$ cat src/shared/effects_coef_regs.svh
// Purpose: Offsets, reset values and widths for the left effects coefficient bank
// Assumes: Page one of the control register space, byte-wide registers
// Notes:   Offsets are page-relative register numbers
`ifndef EFFECTS_COEF_REGS_SVH
`define EFFECTS_COEF_REGS_SVH

`define COEF_BYTE_W          8
`define COEF_ADDR_W          7
`define COEF_WORD_W          16
`define COEF_BANK_PAGE       1'h1

`define OFS_NUMER3_LOW       7'h08
`define OFS_NUMER4_HIGH      7'h09
`define OFS_NUMER4_LOW       7'h0A
`define OFS_NUMER5_HIGH      7'h0B
`define OFS_NUMER5_LOW       7'h0C
`define OFS_DENOM1_HIGH      7'h0D
`define OFS_DENOM1_LOW       7'h0E
`define OFS_DENOM2_HIGH      7'h0F
`define OFS_DENOM2_LOW       7'h10
`define OFS_DENOM4_HIGH      7'h11

`define RST_NUMER3_LOW       8'hE3
`define RST_NUMER4_HIGH      8'h96
`define RST_NUMER4_LOW       8'h66
`define RST_NUMER5_HIGH      8'h67
`define RST_NUMER5_LOW       8'h5D
`define RST_DENOM1_HIGH      8'h7D
`define RST_DENOM1_LOW       8'h83
`define RST_DENOM2_HIGH      8'h84
`define RST_DENOM2_LOW       8'hEE
`define RST_DENOM4_HIGH      8'h7D

`endif

$ cat src/shared/effects_coef_pkg.sv
// Purpose: Types shared by the left effects coefficient bank
// Assumes: Constants come from effects_coef_regs.svh
// Notes:   Coefficients are signed 16-bit words
package effects_coef_pkg;
    typedef logic [7:0]         coef_byte_t;
    typedef logic signed [15:0] coef_word_t;
endpackage

$ cat src/hw/left_effects_filter_coef_regs.sv
// Purpose: Left effects filter coefficient bank, registers 8 to 17 of page one
// Assumes: Control bus decoder presents byte writes and reads with a page bit
// Notes:   Pages other than one leave this bank untouched and read data zero
`timescale 1ns/100ps
`include "effects_coef_regs.svh"

// Behaviour
// - Byte pairs form signed 16-bit coefficients
// - Every byte reads back last written value
// - Reset numerator three low, numerator four
// - Reset numerator five bytes, low 5D
// - Reset denominator one high and low
// - Reset denominator two high and low
// - Reset denominator four high to 7D
// - Bank reachable only with page one
module left_effects_filter_coef_regs
    import effects_coef_pkg::*;
(
    // Clock and reset
    input  wire logic                      clk,
    input  wire logic                      rst,
    // Control bus
    input  wire logic                      page_select,
    input  wire logic [`COEF_ADDR_W-1:0]   reg_addr,
    input  wire logic                      reg_wr,
    input  wire logic                      reg_rd,
    input  wire coef_byte_t                reg_wdata,
    output coef_byte_t                     reg_rdata,
    output logic                           reg_hit,
    // Coefficients to the filter datapath
    output coef_word_t                     numerator_tap_three_low,
    output coef_word_t                     numerator_tap_four,
    output coef_word_t                     numerator_tap_five,
    output coef_word_t                     denominator_tap_one,
    output coef_word_t                     denominator_tap_two,
    output coef_byte_t                     denominator_tap_four_high
);
    localparam int NREG = 10;

    // Position of each register in the byte array, in offset order
    localparam int IDX_NUMER3_LOW  = 0;
    localparam int IDX_NUMER4_HIGH = 1;
    localparam int IDX_NUMER4_LOW  = 2;
    localparam int IDX_NUMER5_HIGH = 3;
    localparam int IDX_NUMER5_LOW  = 4;
    localparam int IDX_DENOM1_HIGH = 5;
    localparam int IDX_DENOM1_LOW  = 6;
    localparam int IDX_DENOM2_HIGH = 7;
    localparam int IDX_DENOM2_LOW  = 8;
    localparam int IDX_DENOM4_HIGH = 9;

    // Reset words of the committed coefficients, high byte on top
    localparam coef_word_t RST_WORD_NUMER4 = {`RST_NUMER4_HIGH, `RST_NUMER4_LOW};
    localparam coef_word_t RST_WORD_NUMER5 = {`RST_NUMER5_HIGH, `RST_NUMER5_LOW};
    localparam coef_word_t RST_WORD_DENOM1 = {`RST_DENOM1_HIGH, `RST_DENOM1_LOW};
    localparam coef_word_t RST_WORD_DENOM2 = {`RST_DENOM2_HIGH, `RST_DENOM2_LOW};

    logic [NREG-1:0] wr_sel;
    coef_byte_t      byte_val [NREG];
    logic            page_hit;
    logic            wr_hit;
    coef_word_t      tap3_low_next;
    coef_word_t      tap3_low_reg;
    coef_byte_t      tap4_high_next;
    coef_byte_t      tap4_high_reg;
    coef_byte_t      rdata_next;
    coef_byte_t      rdata_reg;
    logic            hit_next;
    logic            hit_reg;

    assign page_hit = (page_select == `COEF_BANK_PAGE);
    assign wr_hit   = page_hit && reg_wr;

    // Write decode: one strobe per register, only on the coefficient page
    assign wr_sel[IDX_NUMER3_LOW]  = wr_hit && (reg_addr == `OFS_NUMER3_LOW);
    assign wr_sel[IDX_NUMER4_HIGH] = wr_hit && (reg_addr == `OFS_NUMER4_HIGH);
    assign wr_sel[IDX_NUMER4_LOW]  = wr_hit && (reg_addr == `OFS_NUMER4_LOW);
    assign wr_sel[IDX_NUMER5_HIGH] = wr_hit && (reg_addr == `OFS_NUMER5_HIGH);
    assign wr_sel[IDX_NUMER5_LOW]  = wr_hit && (reg_addr == `OFS_NUMER5_LOW);
    assign wr_sel[IDX_DENOM1_HIGH] = wr_hit && (reg_addr == `OFS_DENOM1_HIGH);
    assign wr_sel[IDX_DENOM1_LOW]  = wr_hit && (reg_addr == `OFS_DENOM1_LOW);
    assign wr_sel[IDX_DENOM2_HIGH] = wr_hit && (reg_addr == `OFS_DENOM2_HIGH);
    assign wr_sel[IDX_DENOM2_LOW]  = wr_hit && (reg_addr == `OFS_DENOM2_LOW);
    assign wr_sel[IDX_DENOM4_HIGH] = wr_hit && (reg_addr == `OFS_DENOM4_HIGH);

    // Byte registers, each with its own reset value
    coef_byte_reg #(
        .RESET_VALUE (`RST_NUMER3_LOW)
    ) u_numer3_low (
        .clk     (clk),
        .rst     (rst),
        .wr_en   (wr_sel[IDX_NUMER3_LOW]),
        .wr_data (reg_wdata),
        .value   (byte_val[IDX_NUMER3_LOW])
    );

    coef_byte_reg #(
        .RESET_VALUE (`RST_NUMER4_HIGH)
    ) u_numer4_high (
        .clk     (clk),
        .rst     (rst),
        .wr_en   (wr_sel[IDX_NUMER4_HIGH]),
        .wr_data (reg_wdata),
        .value   (byte_val[IDX_NUMER4_HIGH])
    );

    coef_byte_reg #(
        .RESET_VALUE (`RST_NUMER4_LOW)
    ) u_numer4_low (
        .clk     (clk),
        .rst     (rst),
        .wr_en   (wr_sel[IDX_NUMER4_LOW]),
        .wr_data (reg_wdata),
        .value   (byte_val[IDX_NUMER4_LOW])
    );

    coef_byte_reg #(
        .RESET_VALUE (`RST_NUMER5_HIGH)
    ) u_numer5_high (
        .clk     (clk),
        .rst     (rst),
        .wr_en   (wr_sel[IDX_NUMER5_HIGH]),
        .wr_data (reg_wdata),
        .value   (byte_val[IDX_NUMER5_HIGH])
    );

    coef_byte_reg #(
        .RESET_VALUE (`RST_NUMER5_LOW)
    ) u_numer5_low (
        .clk     (clk),
        .rst     (rst),
        .wr_en   (wr_sel[IDX_NUMER5_LOW]),
        .wr_data (reg_wdata),
        .value   (byte_val[IDX_NUMER5_LOW])
    );

    coef_byte_reg #(
        .RESET_VALUE (`RST_DENOM1_HIGH)
    ) u_denom1_high (
        .clk     (clk),
        .rst     (rst),
        .wr_en   (wr_sel[IDX_DENOM1_HIGH]),
        .wr_data (reg_wdata),
        .value   (byte_val[IDX_DENOM1_HIGH])
    );

    coef_byte_reg #(
        .RESET_VALUE (`RST_DENOM1_LOW)
    ) u_denom1_low (
        .clk     (clk),
        .rst     (rst),
        .wr_en   (wr_sel[IDX_DENOM1_LOW]),
        .wr_data (reg_wdata),
        .value   (byte_val[IDX_DENOM1_LOW])
    );

    coef_byte_reg #(
        .RESET_VALUE (`RST_DENOM2_HIGH)
    ) u_denom2_high (
        .clk     (clk),
        .rst     (rst),
        .wr_en   (wr_sel[IDX_DENOM2_HIGH]),
        .wr_data (reg_wdata),
        .value   (byte_val[IDX_DENOM2_HIGH])
    );

    coef_byte_reg #(
        .RESET_VALUE (`RST_DENOM2_LOW)
    ) u_denom2_low (
        .clk     (clk),
        .rst     (rst),
        .wr_en   (wr_sel[IDX_DENOM2_LOW]),
        .wr_data (reg_wdata),
        .value   (byte_val[IDX_DENOM2_LOW])
    );

    coef_byte_reg #(
        .RESET_VALUE (`RST_DENOM4_HIGH)
    ) u_denom4_high (
        .clk     (clk),
        .rst     (rst),
        .wr_en   (wr_sel[IDX_DENOM4_HIGH]),
        .wr_data (reg_wdata),
        .value   (byte_val[IDX_DENOM4_HIGH])
    );

    // Low byte of tap three pairs with a high byte held outside this bank
    always_comb begin
        tap3_low_next = tap3_low_reg;
        if (wr_sel[IDX_NUMER3_LOW]) begin
            tap3_low_next = {8'h00, reg_wdata};
        end
    end

    always_ff @(posedge clk) begin
        if (rst) begin
            tap3_low_reg <= {8'h00, `RST_NUMER3_LOW};
        end else begin
            tap3_low_reg <= tap3_low_next;
        end
    end

    // Tap four low byte lives in the next bank, so only the high byte is exported
    always_comb begin
        tap4_high_next = tap4_high_reg;
        if (wr_sel[IDX_DENOM4_HIGH]) begin
            tap4_high_next = reg_wdata;
        end
    end

    always_ff @(posedge clk) begin
        if (rst) begin
            tap4_high_reg <= `RST_DENOM4_HIGH;
        end else begin
            tap4_high_reg <= tap4_high_next;
        end
    end

    // Committed words: the high byte waits until its low byte arrives
    coef_pair_commit #(
        .RESET_WORD (RST_WORD_NUMER4)
    ) u_numer4 (
        .clk       (clk),
        .rst       (rst),
        .low_wr    (wr_sel[IDX_NUMER4_LOW]),
        .high_byte (byte_val[IDX_NUMER4_HIGH]),
        .low_data  (reg_wdata),
        .word      (numerator_tap_four)
    );

    coef_pair_commit #(
        .RESET_WORD (RST_WORD_NUMER5)
    ) u_numer5 (
        .clk       (clk),
        .rst       (rst),
        .low_wr    (wr_sel[IDX_NUMER5_LOW]),
        .high_byte (byte_val[IDX_NUMER5_HIGH]),
        .low_data  (reg_wdata),
        .word      (numerator_tap_five)
    );

    coef_pair_commit #(
        .RESET_WORD (RST_WORD_DENOM1)
    ) u_denom1 (
        .clk       (clk),
        .rst       (rst),
        .low_wr    (wr_sel[IDX_DENOM1_LOW]),
        .high_byte (byte_val[IDX_DENOM1_HIGH]),
        .low_data  (reg_wdata),
        .word      (denominator_tap_one)
    );

    coef_pair_commit #(
        .RESET_WORD (RST_WORD_DENOM2)
    ) u_denom2 (
        .clk       (clk),
        .rst       (rst),
        .low_wr    (wr_sel[IDX_DENOM2_LOW]),
        .high_byte (byte_val[IDX_DENOM2_HIGH]),
        .low_data  (reg_wdata),
        .word      (denominator_tap_two)
    );

    // Read data registered; unmapped or other-page reads return zero
    always_comb begin
        rdata_next = rdata_reg;
        hit_next   = 1'b0;
        if (reg_rd) begin
            rdata_next = 8'h00;
            if (page_hit) begin
                hit_next = 1'b1;
                unique case (reg_addr)
                    `OFS_NUMER3_LOW:  rdata_next = byte_val[IDX_NUMER3_LOW];
                    `OFS_NUMER4_HIGH: rdata_next = byte_val[IDX_NUMER4_HIGH];
                    `OFS_NUMER4_LOW:  rdata_next = byte_val[IDX_NUMER4_LOW];
                    `OFS_NUMER5_HIGH: rdata_next = byte_val[IDX_NUMER5_HIGH];
                    `OFS_NUMER5_LOW:  rdata_next = byte_val[IDX_NUMER5_LOW];
                    `OFS_DENOM1_HIGH: rdata_next = byte_val[IDX_DENOM1_HIGH];
                    `OFS_DENOM1_LOW:  rdata_next = byte_val[IDX_DENOM1_LOW];
                    `OFS_DENOM2_HIGH: rdata_next = byte_val[IDX_DENOM2_HIGH];
                    `OFS_DENOM2_LOW:  rdata_next = byte_val[IDX_DENOM2_LOW];
                    `OFS_DENOM4_HIGH: rdata_next = byte_val[IDX_DENOM4_HIGH];
                    default: begin
                        rdata_next = 8'h00;
                        hit_next   = 1'b0;
                    end
                endcase
            end
        end
    end

    always_ff @(posedge clk) begin
        if (rst) begin
            rdata_reg <= 8'h00;
            hit_reg   <= 1'b0;
        end else begin
            rdata_reg <= rdata_next;
            hit_reg   <= hit_next;
        end
    end

    assign numerator_tap_three_low   = tap3_low_reg;
    assign denominator_tap_four_high = tap4_high_reg;
    assign reg_rdata                 = rdata_reg;
    assign reg_hit                   = hit_reg;
endmodule

$ cat src/hw/coef_byte_reg.sv
// Purpose: One read/write coefficient byte with its own reset value
// Assumes: Synchronous active-high reset
// Notes:   Used once per register of the bank
`timescale 1ns/100ps
`include "effects_coef_regs.svh"
module coef_byte_reg
    import effects_coef_pkg::*;
#(
    parameter coef_byte_t RESET_VALUE = 8'h00
) (
    // Clock and reset
    input  wire logic       clk,
    input  wire logic       rst,
    // Write side
    input  wire logic       wr_en,
    input  wire coef_byte_t wr_data,
    // Stored value
    output coef_byte_t      value
);
    coef_byte_t value_reg;
    coef_byte_t value_next;

    always_comb begin
        value_next = value_reg;
        if (wr_en) begin
            value_next = wr_data;
        end
    end

    always_ff @(posedge clk) begin
        if (rst) begin
            value_reg <= RESET_VALUE;
        end else begin
            value_reg <= value_next;
        end
    end

    assign value = value_reg;
endmodule

$ cat src/hw/coef_pair_commit.sv
// Purpose: Holds the 16-bit word handed to the filter for one coefficient
// Assumes: High byte is written before the low byte
// Notes:   Word only moves on a low-byte write, never on a high-byte write
`timescale 1ns/100ps
`include "effects_coef_regs.svh"
module coef_pair_commit
    import effects_coef_pkg::*;
#(
    parameter coef_word_t RESET_WORD = 16'h0000
) (
    // Clock and reset
    input  wire logic       clk,
    input  wire logic       rst,
    // Register side
    input  wire logic       low_wr,
    input  wire coef_byte_t high_byte,
    input  wire coef_byte_t low_data,
    // Filter side
    output coef_word_t      word
);
    coef_word_t word_reg;
    coef_word_t word_next;

    always_comb begin
        word_next = word_reg;
        if (low_wr) begin
            word_next = {high_byte, low_data};
        end
    end

    always_ff @(posedge clk) begin
        if (rst) begin
            word_reg <= RESET_WORD;
        end else begin
            word_reg <= word_next;
        end
    end

    assign word = word_reg;
endmodule

$ cat config.mk
export PLATFORM = sky130hd
export DESIGN_NAME = left_effects_filter_coef_regs
export DESIGN_NICKNAME = d
export VERILOG_FILES = /design/src/shared/effects_coef_pkg.sv /design/src/hw/left_effects_filter_coef_regs.sv /design/src/hw/coef_byte_reg.sv /design/src/hw/coef_pair_commit.sv
export VERILOG_INCLUDE_DIRS = /design/src /design/src/shared
export SDC_FILE = /design/constraint.sdc
export NUM_CORES = 1
export LEC_CHECK = 0
export BUFFER_PORTS_ARGS = -buffer_cell sky130_fd_sc_hd__buf_4
export CAP_MARGIN = 5
export CELL_PAD_IN_SITES_DETAIL_PLACEMENT = 1
export CELL_PAD_IN_SITES_GLOBAL_PLACEMENT = 1
export CORE_MARGIN = 5
export CORE_UTILIZATION = 45
export CTS_BUF_LIST = sky130_fd_sc_hd__clkbuf_4
export CTS_CLUSTER_DIAMETER = 80
export CTS_CLUSTER_SIZE = 16
export DETAILED_ROUTE_END_ITERATION = 6
export PLACE_DENSITY_LB_ADDON = 0.1
export SLEW_MARGIN = 15
export SYNTH_ARGS = -nofsm -noshare
export SYNTH_HDL_FRONTEND = slang
export SYNTH_SLANG_ARGS = --single-unit
$ cat constraint.sdc
create_clock -name clk -period 4.2 [get_ports clk]
set_input_delay 0.42 -clock clk [delete_from_list [all_inputs] [get_ports clk]]
set_output_delay 0.42 -clock clk [all_outputs]
set_load 0.01 [all_outputs]
# After elaboration in Yosys (flattened, before gate mapping)
# Cells that the tools add are included.
[word_totals]
regBits = 153
elab_cells = 44
[classes]
eq_ne = 10
muxes = 3
n_bitwise = 2
reduce_logical = 13
[ops]
columns = ["op", "n"]
rows = [
  ["8-bit one-hot mux with 10 select lines", 1],
  ["7-bit by 4-bit equality test with 1-bit output (second input constant)", 8],
  ["7-bit by 5-bit equality test with 1-bit output (second input constant)", 2],
  ["1-bit logical AND", 11],
  ["10-bit OR reduction", 1],
  ["8-bit 2-to-1 mux", 1],
  ["3-bit OR reduction", 1],
  ["1-bit inverter", 2],
  ["1-bit 2-to-1 mux", 1],
]

# Logic depth before layout (Yosys ltp)
[logic_depth]
ltp_word = 3
mapped_depth = 8
depth_no_buf = 4

# Cells and area by module
# A second synthesis with hierarchy kept.
[unflattened]
hier_cells = 689
area_unflattened_um2 = 7323.3
[by_module_without_submodules]
columns = ["module", "n_inst", "cells_per_inst", "area_per_inst_um2", "seq_area_each_um2"]
rows = [
  ["left_effects_filter_coef_regs", 1, 221, 1851.8, 500.5],
  ["coef_pair_commit at u_denom2 ...", 2, 52, 609.3, 320.3],
  ["coef_byte_reg at u_denom1_high ...", 3, 26, 310.3, 160.2],
  ["coef_byte_reg at u_numer3_low ...", 3, 26, 299.0, 160.2],
  ["coef_pair_commit at u_numer5", 1, 52, 623.1, 320.3],
  ["coef_pair_commit at u_denom1", 1, 52, 618.1, 320.3],
  ["coef_byte_reg at u_denom1_low ...", 2, 26, 296.5, 160.2],
  ["coef_byte_reg at u_numer4_high", 1, 26, 297.8, 160.2],
  ["coef_byte_reg at u_denom2_high", 1, 26, 292.8, 160.2],
]

# Worst setup path before layout
# OpenSTA, ideal clock, no wires.
[synth_path]
kind = "input port to flip-flop"
start = "in reg_addr[6]"
end = "reg u_denom2_high.value_reg[2] (netlist: u_denom2_high.value[2])"
setup_ns = 0.120
arrival_ns = 1.947
t_required_ns = 4.080
setup_slack_ns = 2.134
stages = 6
path_cell_list = "buf_2 -> or4b_1 -> buf_2 -> or3_1 -> buf_4 -> a211o_1"
[synth_via]
elab_chain_len = 2
[synth_lines]
columns = ["element", "line_no", "source"]
rows = [
  ["from (decl)", "left_effects_filter_coef_regs.sv:24", "input wire logic [`COEF_ADDR_W-1:0] reg_addr,"],
  ["7-bit by 4-bit equality test with 1-bit output", "--", ""],
  ["1-bit logical AND", "left_effects_filter_coef_regs.sv:82", "assign wr_sel[IDX_DENOM2_HIGH] = wr_hit && (reg_addr == `OFS_DENOM2_HIGH);"],
  ["to (signal assigned)", "coef_byte_reg.sv:34", "value_reg <= value_next;"],
  ["to (decl)", "coef_byte_reg.sv:20", "coef_byte_t value_reg;"],
]
# Every way passes these cells.
# A chain may end at the register's enable or synchronous reset.

# Final worst setup path
[layout_path]
start = "in reg_addr[1]"
end = "reg u_numer4.word_reg[12] (netlist: u_numer4.word[12])"
[layout_via]
elab_chain_len = 2
[layout_lines]
columns = ["element", "line_no", "source"]
rows = [
  ["7-bit by 4-bit equality test with 1-bit output", "--", ""],
  ["1-bit logical AND", "left_effects_filter_coef_regs.sv:77", "assign wr_sel[IDX_NUMER4_LOW] = wr_hit && (reg_addr == `OFS_NUMER4_LOW);"],
  ["to (signal assigned)", "coef_pair_commit.sv:35", "word_reg <= word_next;"],
  ["to (decl)", "coef_pair_commit.sv:21", "coef_word_t word_reg;"],
]
# Every way passes these cells.

==> reports/results.txt <==
Outcome - complete, no violations
Compound-Gate Fraction of Synth Area - 13.38%
Post-route ant nets - 0
Detail Placement HPWL - 12710 um
Die Area - 15060 um^2
Cts repair resizes - 0
EDFF count, synth - 0
Starting Density - 45.66%
Worst Path Buf+Inv - 1
WP data required - 4.64 ns
Crit path arrival time - 2.65 ns
# nets final - 717
Total GRT Usage - 24.15%
M1 wire length - 7881 um
Die W - 122.7 um
Placeable Area - 12520 um^2
Most numerous cell in the Yosys netlist - dfxtp_1
Die Y - 122.7 um
IO Port Bufs - 108
DR DRC count - 0
CP Max Fanout - 39
Final period util - 52.49%
Post-Synth XOR/XNOR Area - 0%
Final setup vio count - 0
First-pass GRT wire length - 27350 um
CP startpoint kind - input pin
Num CTS Buffers - 17
Syn_area_per_cell - 8.455 um^2
Area leader, netlist - dfxtp_1
Simple-Gate Fraction of Synth Area - 25.02%
Peak VDD IR - 0.0001915 V
Gp weighted congestion - 0.8510
CP top delay family - simple AND/OR/NAND/NOR gates
Post-CTS Setup Bufs - 0
Largest net degree at the start of global routing - 70
CTS sink count - 121
Slew headroom - 24.01%
Filler cells - 1524
Clock skew - 0.01665 ns
# H-tree levels - 4
Pwr dens - 333.1 nW/um^2
Minimum clock period - 2.205 ns
Via Count - 4838
FFs w/ async S/R, synth - 0%
Met3 WL - 1093 um
Vias per cell - 5.491
CP Capture Type - flop
DR iter-0 viols - 319
Root Buffer - clkbuf_4
Max Fclk - 453.6 MHz
Area of the multi-input gates - 2638 um^2
Area Growth Syn to Fin - 12.08%
Setup CP Type - input pin to flop
Unrepaired setup endpoints after global routing - false
Routed wl met2 - 8476 um
Number of max-cap violations - 0
Count of pins over their slew limit - 0
Seq/Total Area, Yosys - 42.38%
Synth Warn # - 0
Clk slew on worst S/H paths - 0.11 ns
CP Cell Sequence - buf_4 -> and4b_1 -> nand3_1 -> a211o_1
Final wirelength - 17750 um
CP peak stage delay - 0.68 ns
Worst path slowest cell - nand3_1
FF+latch area - 2422 um^2
Cell variety after synth - 39
DR WL/cell - 20.15 um
Worst Max-Slew Pin Slew - 1.140 ns
Vias in the first global route - 4780
Hold WC Path Type - input pin to flop
Placed cell count - 850
Post-synthesis mux area share - 7.071%
Syn Std Cell Area - 5715 um^2
Global route overflow - 0
Synth Area in Adders - 0%
Row cnt - 41
Clock Path Buffers - 2
Synthesis-stage register bit count - 121
Final hold violation count - 0
Non-filler instance count after layout - 881
Antenna diodes - 0
Post-Syn Instances - 676
Max layer used - met4
Primary FF master, synth - dfxtp_1
Clock latency on the worst-skew pair - 0.55 ns
Largest family of logic cells by synthesized area - simple AND/OR/NAND/NOR gates
Cts hold-fix bufs - 0
Drt pass-1 iters - 4
Leakage power - 2.656 nW
Commonest cells in the netlist - dfxtp_1 (121), nand2_1 (120), buf_4 (57), a21oi_1 (53)
Yosys top cell area share - 42.38%
Layout cells sized above 1 - 21.72%
Most area-consuming cells after synthesis - dfxtp_1 (42%), nand2_1 (7.9%), buf_4 (7.5%)
# IOs - 117
Setup TNS - 0 ns
Initial antenna violation count - 0
CTS tree - done
==> metrics by stage <==
stage / hold slack [ns] / power [mW] / util (%) / cell area, um^2 / setup slack (ns)
6_report: 0.1411 / 2.134 / 51.18 / 6406 / 1.995
5_1_grt: 0.1021 / 2.216 / 51.18 / 6406 / 1.922
4_1_cts: 0.1120 / 2.143 / 51.11 / 6397 / 1.996
3_5_place_dp: 0.4546 / 1.311 / 48.91 / 6122 / 1.407
3_3_place_gp: 0.4458 / 1.310 / 48.91 / 6122 / 1.455
2_1_floorplan: 0.4407 / 1.269 / - / 5742 / 2.134
==> cells in the final DEF, fill, tap and decap left out, types with 2 or more instances in the layout <==
| cell type | Yosys | routed |
|---|---|---|
| nor2_1 | 35 | 35 |
| nand2_1 | 120 | 120 |
| a22o_1 | 5 | 5 |
| nand4_1 | 4 | 4 |
| or3b_2 | 6 | 6 |
| a221oi_1 | 7 | 7 |
| nor4b_1 | 2 | 2 |
| clkinv_1 | 0 | 4 |
| mux2_2 | 5 | 5 |
| dfxtp_1 | 121 | 121 |
| a211o_1 | 26 | 26 |
| buf_4 | 57 | 110 |
| a21oi_1 | 53 | 53 |
| and4b_1 | 2 | 2 |
| nand3b_1 | 37 | 37 |
| nor4_1 | 9 | 9 |
| and3_1 | 7 | 7 |
| mux4_2 | 3 | 3 |
| a211oi_1 | 5 | 5 |
| nand3_1 | 43 | 43 |
| bufinv_16 | 0 | 3 |
| a21o_1 | 3 | 3 |
| nor3b_1 | 2 | 2 |
| mux2i_1 | 28 | 28 |
| a31oi_1 | 3 | 3 |
| clkinv_2 | 0 | 4 |
| nor2b_1 | 8 | 8 |
| conb_1 | 1 | 8 |
| inv_1 | 8 | 8 |
| o2bb2ai_1 | 8 | 8 |
| clkbuf_4 | 0 | 19 |
==> layer usage <==
layer / track usage (%) / vias to the layer above
met5: 0 / -
met2: 38.44 / 127
li1: - / 2326
met3: 5.622 / 18
met1: 32.06 / 2367
met4: 8.607 / 0
==> path summary, 6_finish.rpt <==
path | startpoint | end | slack (ns) | cells after the start
max | reg_addr[1] | u_numer4.word[12]$_SDFFE_PP1P_ | 2.00 | 4
max reg2reg | u_numer3_low.value[2]$_SDFFE_PP0P_ | reg_rdata[2]$_SDFFE_PP0P_ | 2.67 | 4
min | reg_wdata[2] | u_numer5_high.value[2]$_SDFFE_PP1P_ | 0.14 | 2
min reg2reg | u_denom1.word[15]$_SDFFE_PP0P_ | u_denom1.word[15]$_SDFFE_PP0P_ | 0.46 | 2
==> kinds of logic (layout without fill, tap and decap cells) <==
| kind of cell | Yosys count | count (layout) |
|---|---|---|
| simple gates | 283 | 283 |
| buf+inv | 123 | 149 |
| flops | 121 | 121 |
| compound gates | 112 | 112 |
| mux | 36 | 36 |
| other cells | 1 | 8 |
==> layout make-up <==
class / instances / share of cell area [%]
Multi-Input combinational cell: 439 / 41.17
Tap cell: 172 / 3.359
Inverter: 8 / 0.4688
Clock inverter: 12 / 2.070
Timing Repair Buffer: 110 / 12.89
Sequential cell: 121 / 37.81
Clock buffer: 19 / 2.227
==> report_power, final <==
group / switching, mW / internal (mW) / leakage (nW)
clock: 0.437 / 0.410 / 0.152
sequential: 0.00172 / 1.15 / 0.977
combinational: 0.0946 / 0.0423 / 1.53
Power figures use the tool's default switching activity.
